===== src/common/sar_seq_regs.svh =====
`ifndef SAR_SEQ_REGS_SVH
`define SAR_SEQ_REGS_SVH
// result width and conversion step count
`define SAR_RES_W      8
`define SAR_STEPS      8
// all-zero code and all-ones code
`define SAR_CODE_ZERO  8'h00
`define SAR_CODE_FULL  8'hff
// code of half scale, first trial bit
`define SAR_TRIAL_MSB  8'h80
// clock divider for the internal oscillator option (mclk cycles per half period)
`define SAR_OSC_HALF   4'h8
// divider counter: width, start, increment and last count of a half period
`define SAR_OSC_CNT_W  4
`define SAR_OSC_ZERO   4'h0
`define SAR_OSC_ONE    4'h1
`define SAR_OSC_LAST   4'h7
// position of the last trial bit and the step shift per decision
`define SAR_LSB_POS    0
`define SAR_STEP_SHIFT 1
// flag levels and the reset value of the external clock edge detector
`define SAR_FLAG_CLR   1'b0
`define SAR_FLAG_SET   1'b1
`define SAR_EXT_PREV_RST 1'b1
`endif


===== src/common/sar_seq_pkg.sv =====
package sar_seq_pkg;
    typedef enum logic [1:0] {
        ST_IDLE,
        ST_HOLD,
        ST_CONV,
        ST_DONE
    } seq_state_e;
endpackage


===== src/sar_result_latch.sv =====
`timescale 1ns/1ps
`default_nettype none
`include "sar_seq_regs.svh"
module sar_result_latch #(
    parameter int W = `SAR_RES_W
) (
    // clock and reset
    input  wire logic         mclk_i,
    input  wire logic         rst_n_i,
    // load side
    input  wire logic         load_i,
    input  wire logic [W-1:0] word_i,
    // held result
    output logic      [W-1:0] word_o
);
    logic [W-1:0] word_r;

    always_ff @(posedge mclk_i) begin
        if (!rst_n_i) begin
            word_r <= W'(`SAR_CODE_ZERO);
        end else if (load_i) begin
            word_r <= word_i;
        end
    end

    assign word_o = word_r;
endmodule // sar_result_latch
`default_nettype wire


===== src/sar_conversion_sequencer.sv =====
// Behaviour
// - restart mid-conversion aborts and starts fresh
// - aborted conversion never loads output latch
// - clock from external source or oscillator
// - unsigned code, zero input gives zeros
// - straight binary, code = vin/fs*256
// - held reset while select and start low
// - latch word, done asserts one clock later
// - select and read drive data, clear done
`timescale 1ns/1ps
`default_nettype none
`include "sar_seq_regs.svh"
module sar_conversion_sequencer #(
    parameter int W = `SAR_RES_W
) (
    // clock and reset
    input  wire logic         mclk_i,
    input  wire logic         rst_n_i,
    // clock source choice: 1 = internal divider, 0 = external clock edges
    input  wire logic         use_osc_i,
    input  wire logic         ext_clk_i,
    output logic              osc_drive_o,
    // control strobes, active low
    input  wire logic         sel_n_i,
    input  wire logic         start_n_i,
    input  wire logic         read_n_i,
    // comparator: high when input is at or above trial code
    input  wire logic         cmp_above_i,
    output logic      [W-1:0] trial_code_o,
    // result bus, two signals per bit
    output logic      [W-1:0] data_o,
    output logic      [W-1:0] data_oe_n_o,
    // completion
    output logic              conv_done_n_o
);
    // state and sequencing
    sar_seq_pkg::seq_state_e   state_r;
    sar_seq_pkg::seq_state_e   state_nxt;

    // conversion clock generation
    logic [`SAR_OSC_CNT_W-1:0] div_cnt_r;
    logic [`SAR_OSC_CNT_W-1:0] div_cnt_nxt;
    logic                      div_wrap;
    logic                      osc_r;
    logic                      osc_nxt;
    logic                      osc_tick;
    logic                      ext_prev_r;
    logic                      ext_prev_nxt;
    logic                      ext_tick;
    logic                      step_tick;

    // control decode
    logic                      start_req;
    logic                      read_req;
    logic                      in_hold;
    logic                      in_conv;
    logic                      in_done;
    logic                      sar_clear;
    logic                      conv_step;
    logic                      conv_last;

    // approximation register
    logic [W-1:0]              step_r;
    logic [W-1:0]              step_nxt;
    logic [W-1:0]              step_shift;
    logic [W-1:0]              trial_r;
    logic [W-1:0]              trial_nxt;
    wire logic [W-1:0]         trial_dec;

    // completion flag
    logic                      done_r;
    logic                      done_nxt;
    logic                      done_set;
    logic                      done_clr;

    // latch load
    logic                      latch_load;
    logic [W-1:0]              latch_word;

    // a divider stands in for the rc network, so the conversion rate is
    // fixed by the divider count rather than by outside parts
    assign div_wrap    = (div_cnt_r == `SAR_OSC_LAST);
    assign div_cnt_nxt = div_wrap ? `SAR_OSC_ZERO : div_cnt_r + `SAR_OSC_ONE;
    assign osc_nxt     = div_wrap ? ~osc_r : osc_r;
    // one step per full oscillator period, on its rising phase
    assign osc_tick    = div_wrap & ~osc_r;

    // the external clock is sampled, so it must run below half of mclk
    assign ext_prev_nxt = ext_clk_i;
    assign ext_tick     = ext_clk_i & ~ext_prev_r;
    assign step_tick    = use_osc_i ? osc_tick : ext_tick;
    assign osc_drive_o  = osc_r;

    // request decode
    assign start_req = ~sel_n_i & ~start_n_i;
    assign read_req  = ~sel_n_i & ~read_n_i;
    assign in_hold   = (state_r == sar_seq_pkg::ST_HOLD);
    assign in_conv   = (state_r == sar_seq_pkg::ST_CONV);
    assign in_done   = (state_r == sar_seq_pkg::ST_DONE);

    // while the request stands the register is held at its first trial
    assign sar_clear = start_req | in_hold;
    assign conv_step = in_conv & step_tick & ~start_req;
    assign conv_last = conv_step & step_r[`SAR_LSB_POS];

    // next state
    always_comb begin
        state_nxt = state_r;
        case (state_r)
            sar_seq_pkg::ST_IDLE: begin
                if (start_req) begin
                    state_nxt = sar_seq_pkg::ST_HOLD;
                end
            end
            sar_seq_pkg::ST_HOLD: begin
                if (!start_req) begin
                    state_nxt = sar_seq_pkg::ST_CONV;
                end
            end
            sar_seq_pkg::ST_CONV: begin
                if (start_req) begin
                    state_nxt = sar_seq_pkg::ST_HOLD;
                end else if (conv_last) begin
                    state_nxt = sar_seq_pkg::ST_DONE;
                end
            end
            sar_seq_pkg::ST_DONE: begin
                if (start_req) begin
                    state_nxt = sar_seq_pkg::ST_HOLD;
                end else begin
                    state_nxt = sar_seq_pkg::ST_IDLE;
                end
            end
            default: begin
                state_nxt = sar_seq_pkg::ST_IDLE;
            end
        endcase
    end

    // per bit: decide the bit under trial, raise the trial on the one below
    generate
        for (genvar b = 0; b < W; b++) begin : g_bit
            if (b == W - 1) begin : g_top
                assign trial_dec[b] = step_r[b] ? cmp_above_i : trial_r[b];
            end else begin : g_low
                assign trial_dec[b] = step_r[b]     ? cmp_above_i :
                                      step_r[b + 1] ? `SAR_FLAG_SET : trial_r[b];
            end
        end
    endgenerate

    assign step_shift = step_r >> `SAR_STEP_SHIFT;

    always_comb begin
        step_nxt  = step_r;
        trial_nxt = trial_r;
        if (sar_clear) begin
            step_nxt  = W'(`SAR_TRIAL_MSB);
            trial_nxt = W'(`SAR_TRIAL_MSB);
        end else if (conv_step) begin
            step_nxt  = step_shift;
            trial_nxt = trial_dec;
        end
    end

    assign trial_code_o = trial_r;

    // the latch takes the word only on the last step of an unbroken run
    assign latch_load = conv_last;
    assign latch_word = trial_dec;

    // done: a set and a clear in one cycle leave the flag set
    assign done_set = in_done & ~start_req;
    assign done_clr = start_req | read_req;
    assign done_nxt = done_set ? `SAR_FLAG_SET : (done_clr ? `SAR_FLAG_CLR : done_r);
    // done falls one clock after the latch has taken the word
    assign conv_done_n_o = ~done_r;

    // output buffers enabled for the whole read strobe
    assign data_oe_n_o = {W{~read_req}};

    always_ff @(posedge mclk_i) begin
        if (!rst_n_i) begin
            state_r <= sar_seq_pkg::ST_IDLE;
        end else begin
            state_r <= state_nxt;
        end
    end

    always_ff @(posedge mclk_i) begin
        if (!rst_n_i) begin
            div_cnt_r <= `SAR_OSC_ZERO;
        end else begin
            div_cnt_r <= div_cnt_nxt;
        end
    end

    always_ff @(posedge mclk_i) begin
        if (!rst_n_i) begin
            osc_r <= `SAR_FLAG_CLR;
        end else begin
            osc_r <= osc_nxt;
        end
    end

    // reset high so that a pin already high gives no false edge
    always_ff @(posedge mclk_i) begin
        if (!rst_n_i) begin
            ext_prev_r <= `SAR_EXT_PREV_RST;
        end else begin
            ext_prev_r <= ext_prev_nxt;
        end
    end

    always_ff @(posedge mclk_i) begin
        if (!rst_n_i) begin
            step_r <= W'(`SAR_CODE_ZERO);
        end else begin
            step_r <= step_nxt;
        end
    end

    always_ff @(posedge mclk_i) begin
        if (!rst_n_i) begin
            trial_r <= W'(`SAR_CODE_ZERO);
        end else begin
            trial_r <= trial_nxt;
        end
    end

    always_ff @(posedge mclk_i) begin
        if (!rst_n_i) begin
            done_r <= `SAR_FLAG_CLR;
        end else begin
            done_r <= done_nxt;
        end
    end

    // held result, kept across aborted conversions
    sar_result_latch #(
        .W       (W)
    ) sar_result_latch_inst (
        .mclk_i  (mclk_i),
        .rst_n_i (rst_n_i),
        .load_i  (latch_load),
        .word_i  (latch_word),
        .word_o  (data_o)
    );
endmodule // sar_conversion_sequencer
`default_nettype wire


===== config.mk =====
export PLATFORM = sky130hd
export DESIGN_NAME = sar_conversion_sequencer
export DESIGN_NICKNAME = d
export VERILOG_FILES = /design/src/common/sar_seq_pkg.sv /design/src/sar_result_latch.sv /design/src/sar_conversion_sequencer.sv
export VERILOG_INCLUDE_DIRS = /design/src /design/src/common
export SDC_FILE = /design/constraint.sdc
export NUM_CORES = 1
export LEC_CHECK = 0
export BUFFER_PORTS_ARGS = -buffer_cell sky130_fd_sc_hd__buf_2
export CORE_AREA = 2 2 60 104
export DETAILED_ROUTE_END_ITERATION = 7
export DIE_AREA = 0 0 62 106
export SKIP_LAST_GASP = 1
export SLEW_MARGIN = 20
export SYNTH_ARGS = -nofsm -noshare
export SYNTH_HDL_FRONTEND = slang
export SYNTH_HIERARCHICAL = 1
export SYNTH_SLANG_ARGS = --single-unit

===== constraint.sdc =====
create_clock -name mclk_i -period 4.6 [get_ports mclk_i]
set_clock_uncertainty 0.05 [all_clocks]
set_input_delay 0.69 -clock mclk_i [delete_from_list [all_inputs] [get_ports mclk_i]]
set_output_delay 0.69 -clock mclk_i [all_outputs]
set_load 0.02 [all_outputs]

# [After elaboration in Yosys (flattened, before gate mapping)]
# Index checks and enable logic that the tools add are counted.
[classes] n_addsub=1 n_eq_ne=7 mux=28 n_bitwise=19 reduce_logical=6
[op_table] cell="8-bit 2-to-1 mux" n=4
[op_table] cell="1-bit 2-to-1 mux" n=19
[op_table] cell="1-bit NOT" n=9
[op_table] cell="1-bit bitwise AND" n=8
[op_table] cell="2-bit 2-to-1 mux" n=4
[op_table] cell="2-bit case mux with 4 select lines" n=1
[op_table] cell="4-bit by 1-bit adder with 4-bit output (second input constant)" n=1
[op_table] cell="2-bit equality test (second input constant)" n=2
[op_table] cell="4-bit by 3-bit equality test with 1-bit output (second input constant)" n=1
[op_table] cell="2-bit != test (second input constant)" n=2
[op_table] cell="2-bit nonzero test" n=2
[op_table] cell="2-bit OR reduction" n=2
[op_table] cell="3-bit by 2-bit != test with 1-bit output (second input constant)" n=1
[op_table] cell="3-bit AND reduction" n=1
[op_table] cell="2-bit by 1-bit equality test with 1-bit output (second input constant)" n=1
[op_table] cell="2-bit zero test" n=1
[op_table] cell="1-bit OR" n=2
[word_totals] register_bits=33 in_bits=8

# [Depth between registers and ports, before layout]
[logic_depth] depth_word=9 depth_mapped=6 depth_no_buf=5

# [Hierarchy]
# Netlist, hierarchy kept.
[modules_own_cells] mod="sar_conversion_sequencer" instances=1 cells_per_inst=143 area_per_inst_um2=1153.6
[modules_own_cells] mod="sar_result_latch" instances=1 cells_per_inst=25 area_per_inst_um2=301.5

# [Least setup slack after synthesis]
# Ideal clock, no wire load.
[synth_path] kind="input-to-output" startpoint="in read_n_i" endpoint="out data_oe_n_o[1]" arrival_ns=1.273 path_slack_ns=2.587 path_stages=2 path_buffers=1 path_cell_list="or2_2 > buf_4"
[synth_via] elab_chain_cells=3
[synth_lines] element="start, declared" line="sar_conversion_sequencer.sv:26" text="input wire logic read_n_i,"
[synth_lines] element="1-bit NOT" line="sar_conversion_sequencer.sv:96" text="assign read_req = ~sel_n_i & ~read_n_i;"
[synth_lines] element="1-bit bitwise AND" line="sar_conversion_sequencer.sv:96"
[synth_lines] element="1-bit NOT" line="sar_conversion_sequencer.sv:180" text="assign data_oe_n_o = {W{~read_req}};"
[synth_lines] element="end, declared" line="sar_conversion_sequencer.sv:32" text="output logic [W-1:0] data_oe_n_o,"
# Every way passes these cells.

# [Final worst setup path]
[layout_path] startpoint="in sel_n_i" endpoint="reg sar_result_latch_inst.word_r[4] (netlist: sar_result_latch_inst/word_o[4])"
[layout_via] elab_chain_cells=5
[layout_lines] element="start, declared" line="sar_conversion_sequencer.sv:24" text="input wire logic sel_n_i,"
[layout_lines] element="1-bit NOT" line="sar_conversion_sequencer.sv:95" text="assign start_req = ~sel_n_i & ~start_n_i;"
[layout_lines] element="1-bit bitwise AND" line="sar_conversion_sequencer.sv:95"
[layout_lines] element="1-bit NOT" line="sar_conversion_sequencer.sv:103" text="assign conv_step = in_conv & step_tick & ~start_req;"
[layout_lines] element="1-bit bitwise AND" line="sar_conversion_sequencer.sv:103"
[layout_lines] element="1-bit bitwise AND" line="sar_conversion_sequencer.sv:104" text="assign conv_last = conv_step & step_r[`SAR_LSB_POS];"
[layout_lines] element="via conv_last" line="sar_conversion_sequencer.sv:60" text="logic conv_last;"
[layout_lines] element="end signal, assigned" line="sar_result_latch.sv:20" text="word_r <= W'(`SAR_CODE_ZERO);"
[layout_lines] element="end signal, assigned" line="sar_result_latch.sv:22" text="word_r <= word_i;"
[layout_lines] element="end, declared" line="sar_result_latch.sv:16" text="logic [W-1:0] word_r;"
# The timed path passes the listed nets, and every way through them passes these cells.
# A chain may end at the register's enable or synchronous reset.

==> impl_metrics.json <==
{
  "h-tree-depth": 2,
  "required_ns": 4.73,
  "drt-pass1-iter-count": 4,
  "initial_core_util_pct": 25.15,
  "path_cells": "buf_2 > nor2_1 > nor2_1 > and3_1 > mux2i_1 > nor2b_1",
  "cts.sinks": 33,
  "max_freq_ghz": 0.4258,
  "wire_per_inst_um": 12.20,
  "drcViolationCount": 0,
  "period_share_pct": 51.05,
  "synth_top_family_by_area": "simple AND/OR/NAND/NOR gates",
  "nets": 201,
  "synth-main-ff-cell": "dfxtp_1",
  "grt_pass1_vias": 1185,
  "rr_startpoint": "state_r[0]$_SDFFE_PN0P_",
  "syn_to_final_growth_pct": 16.94,
  "postLayoutCoreUtil_pct": 29.41,
  "critical-path-max-stage-delay_ns": 0.70,
  "clock_latency_ns": 0.29,
  "startpoint": "sel_n_i",
  "cts_buffer_depth": 2,
  "worstMarginPinSlew_ns": 0.9108,
  "placed_cells": 263,
  "drt-initial-drc-count": 75,
  "grtUsageTotal_pct": 11.09,
  "slew_violations": 0,
  "synth_edf_count": 0,
  "start_kind": "primary input",
  "n_antenna_cell": 0,
  "stdcell_count": 271,
  "grt-ovfl-total": 0,
  "finalSetupViolCount": 0,
  "synth-compound-area-share_pct": 17.88,
  "end_kind": "register",
  "period_needed_ns": 2.348,
  "r2r_slack_ns": 2.36,
  "postSynthNetCount": 177,
  "rr_endpoint": "sar_result_latch_inst/word_o[4]$_SDFFE_PN0P_",
  "port_buffers": 33,
  "ys_top_cells_by_area": "dfxtp_1 (45%), o21ai_0 (7.9%), a21oi_1 (5.8%)",
  "ant_nets": 0,
  "synth_mux_area_share_pct": 6.277,
  "p_leak_nw": 0.6229,
  "yosysSeqAreaShare_pct": 45.40,
  "crit_buf_inv": 1,
  "pwr_density_cell_nw_per_um2": 319.8,
  "max_slew_margin_pct": 39.06,
  "grt_pass1_wl_um": 5416,
  "cts_root_buf": "clkbuf_8",
  "cp_num_cells": 6,
  "via_per_inst": 4.590,
  "yosysTopAreaCell": "dfxtp_1",
  "crit_fanout": 16,
  "path_common_cell": "nor2_1",
  "r2r_cells": 5,
  "yosys_warnings": 6,
  "ctsHoldBuffers": 0,
  "syn_area_sq_um": 1455,
  "final_hold_viol_count": 0,
  "synthSimpleGateAreaFrac_pct": 21.32,
  "worstHoldPathType": "register to register",
  "io_pins": 34,
  "die_y_um": 106,
  "netlist_instances": 168,
  "wl_um": 3305,
  "cts_setup_buffers": 0,
  "synth.top_cell.area_share_pct": 45.40,
  "synthDistinctLibCells": 32,
  "crit_arrival_ns": 2.47,
  "path_clk_slew_ns": 0.07,
  "critPathKind": "primary input to register",
  "synthAdderAreaFrac_pct": 0.8598,
  "core_area_sq_um": 5787,
  "fin_setup_tns_ns": 0,
  "grt_setup_unrepaired": "false",
  "fp.dieW_um": 62,
  "dpl_cell_area_sq_um": 1619,
  "ys_ff_latch": 33,
  "dp_hpwl_um": 2359,
  "max_cap_violations": 0,
  "endpoint": "sar_result_latch_inst/word_o[4]$_SDFFE_PN0P_",
  "grt_max_degree": 19,
  "synth_xor_area_share_pct": 1.204,
  "fin_area_sq_um": 1702,
  "fp-row-count": 37,
  "cts_resized": 0,
  "crit_family": "simple AND/OR/NAND/NOR gates",
  "peakVddDrop_mv": 0.1653,
  "cts_made_buffers": 5,
  "dieArea_sq_um": 6572,
  "via_count": 1244,
  "critPathSlowestCell": "nor2_1",
  "syn-mean-instance-area_sq_um": 8.662,
  "gp_congestion": 0.7292,
  "async_reset_ff_share_pct": 0,
  "drive_gt1_share_pct": 23.32,
  "final_cell_mix": "dfxtp_1 (33), buf_2 (33), o21ai_0 (23)",
  "status": "completed",
  "antenna_found_initial": 0,
  "cts_tree": "built"
}
-- synth_stat cells (2+ instances only) --
cell type / instances
buf_4: 7
clkbuf_1: 4
nor2b_1: 9
nor2_1: 12
buf_2: 4
o21ai_0: 23
nand2_1: 10
a21oi_1: 17
and3_1: 2
nand2b_1: 3
o21a_1: 2
dfxtp_1: 33
nand3_1: 15
and2_1: 2
mux2i_1: 8
-- metrics by stage --
stage,power [mW],worst slack (ns),hold slack [ns]
6_report,0.5441,2.252,0.4030
5_1_grt,0.5684,2.072,0.4296
4_1_cts,0.5520,2.269,0.4051
3_5_place_dp,0.3410,1.959,0.3892
3_3_place_gp,0.3402,1.991,0.3859
2_1_floorplan,0.3321,2.587,0.3663
-- registers in the layout, indices dropped and copies added (netlist names) --
| signal | count |
|---|---|
| sar_result_latch_inst/word_o | 8 |
| step_r | 8 |
| trial_code_o | 8 |
| div_cnt_r | 4 |
| state_r | 2 |
| done_r | 1 |
| ext_prev_r | 1 |
| osc_drive_o | 1 |
-- power breakdown --
part	internal [mW]	switching, mW	leakage (nW)
combinational	0.0140	0.0251	0.310
sequential	0.291	0.00444	0.267
clock	0.105	0.105	0.0450
-- metal layers --
layer  global-route usage, %  vias up  wire length [um]
li1                        -      622                 -
met1                   13.48      574              1392
met2                   17.56       42              1682
met3                   3.285        6               167
met4                   4.559        0                63
met5                       0        -                 0
-- cell type report --
| class | count | area (sq um) |
|---|---|---|
| clock buffer | 6 | 72.57 |
| fill | 625 | 4085 |
| sequential | 33 | 660.6 |
| inverter | 1 | 3.754 |
| tap | 78 | 97.59 |
| timing repair buffer | 33 | 165.2 |
| clock inverter | 2 | 10.01 |
| multi-input combinational | 118 | 691.9 |
-- worst min path at each step --
stage,startpoint,endpoint,slack [ns],depth (start not counted)
2_1_floorplan,div_cnt_r[0]$_SDFF_PP0_,div_cnt_r[0]$_SDFF_PP0_,0.37,1
3_3_place_gp,div_cnt_r[0]$_SDFF_PP0_,div_cnt_r[0]$_SDFF_PP0_,0.39,1
3_5_place_dp,div_cnt_r[0]$_SDFF_PP0_,div_cnt_r[0]$_SDFF_PP0_,0.39,1
4_1_cts,div_cnt_r[0]$_SDFF_PP0_,div_cnt_r[0]$_SDFF_PP0_,0.41,1
5_1_grt,div_cnt_r[0]$_SDFF_PP0_,div_cnt_r[0]$_SDFF_PP0_,0.43,1
6_report,div_cnt_r[0]$_SDFF_PP0_,div_cnt_r[0]$_SDFF_PP0_,0.40,1
-- cell families (layout without fill, tap and decap cells) --
logic type | Yosys count | after routing
fa+ha+maj | 1 | 1
xor+xnor | 2 | 2
simple gates | 60 | 60
mux | 9 | 9
buf+inv | 17 | 42
compound gates | 46 | 46
flops | 33 | 33
Note: power is estimated with default switching activity, not from simulation.
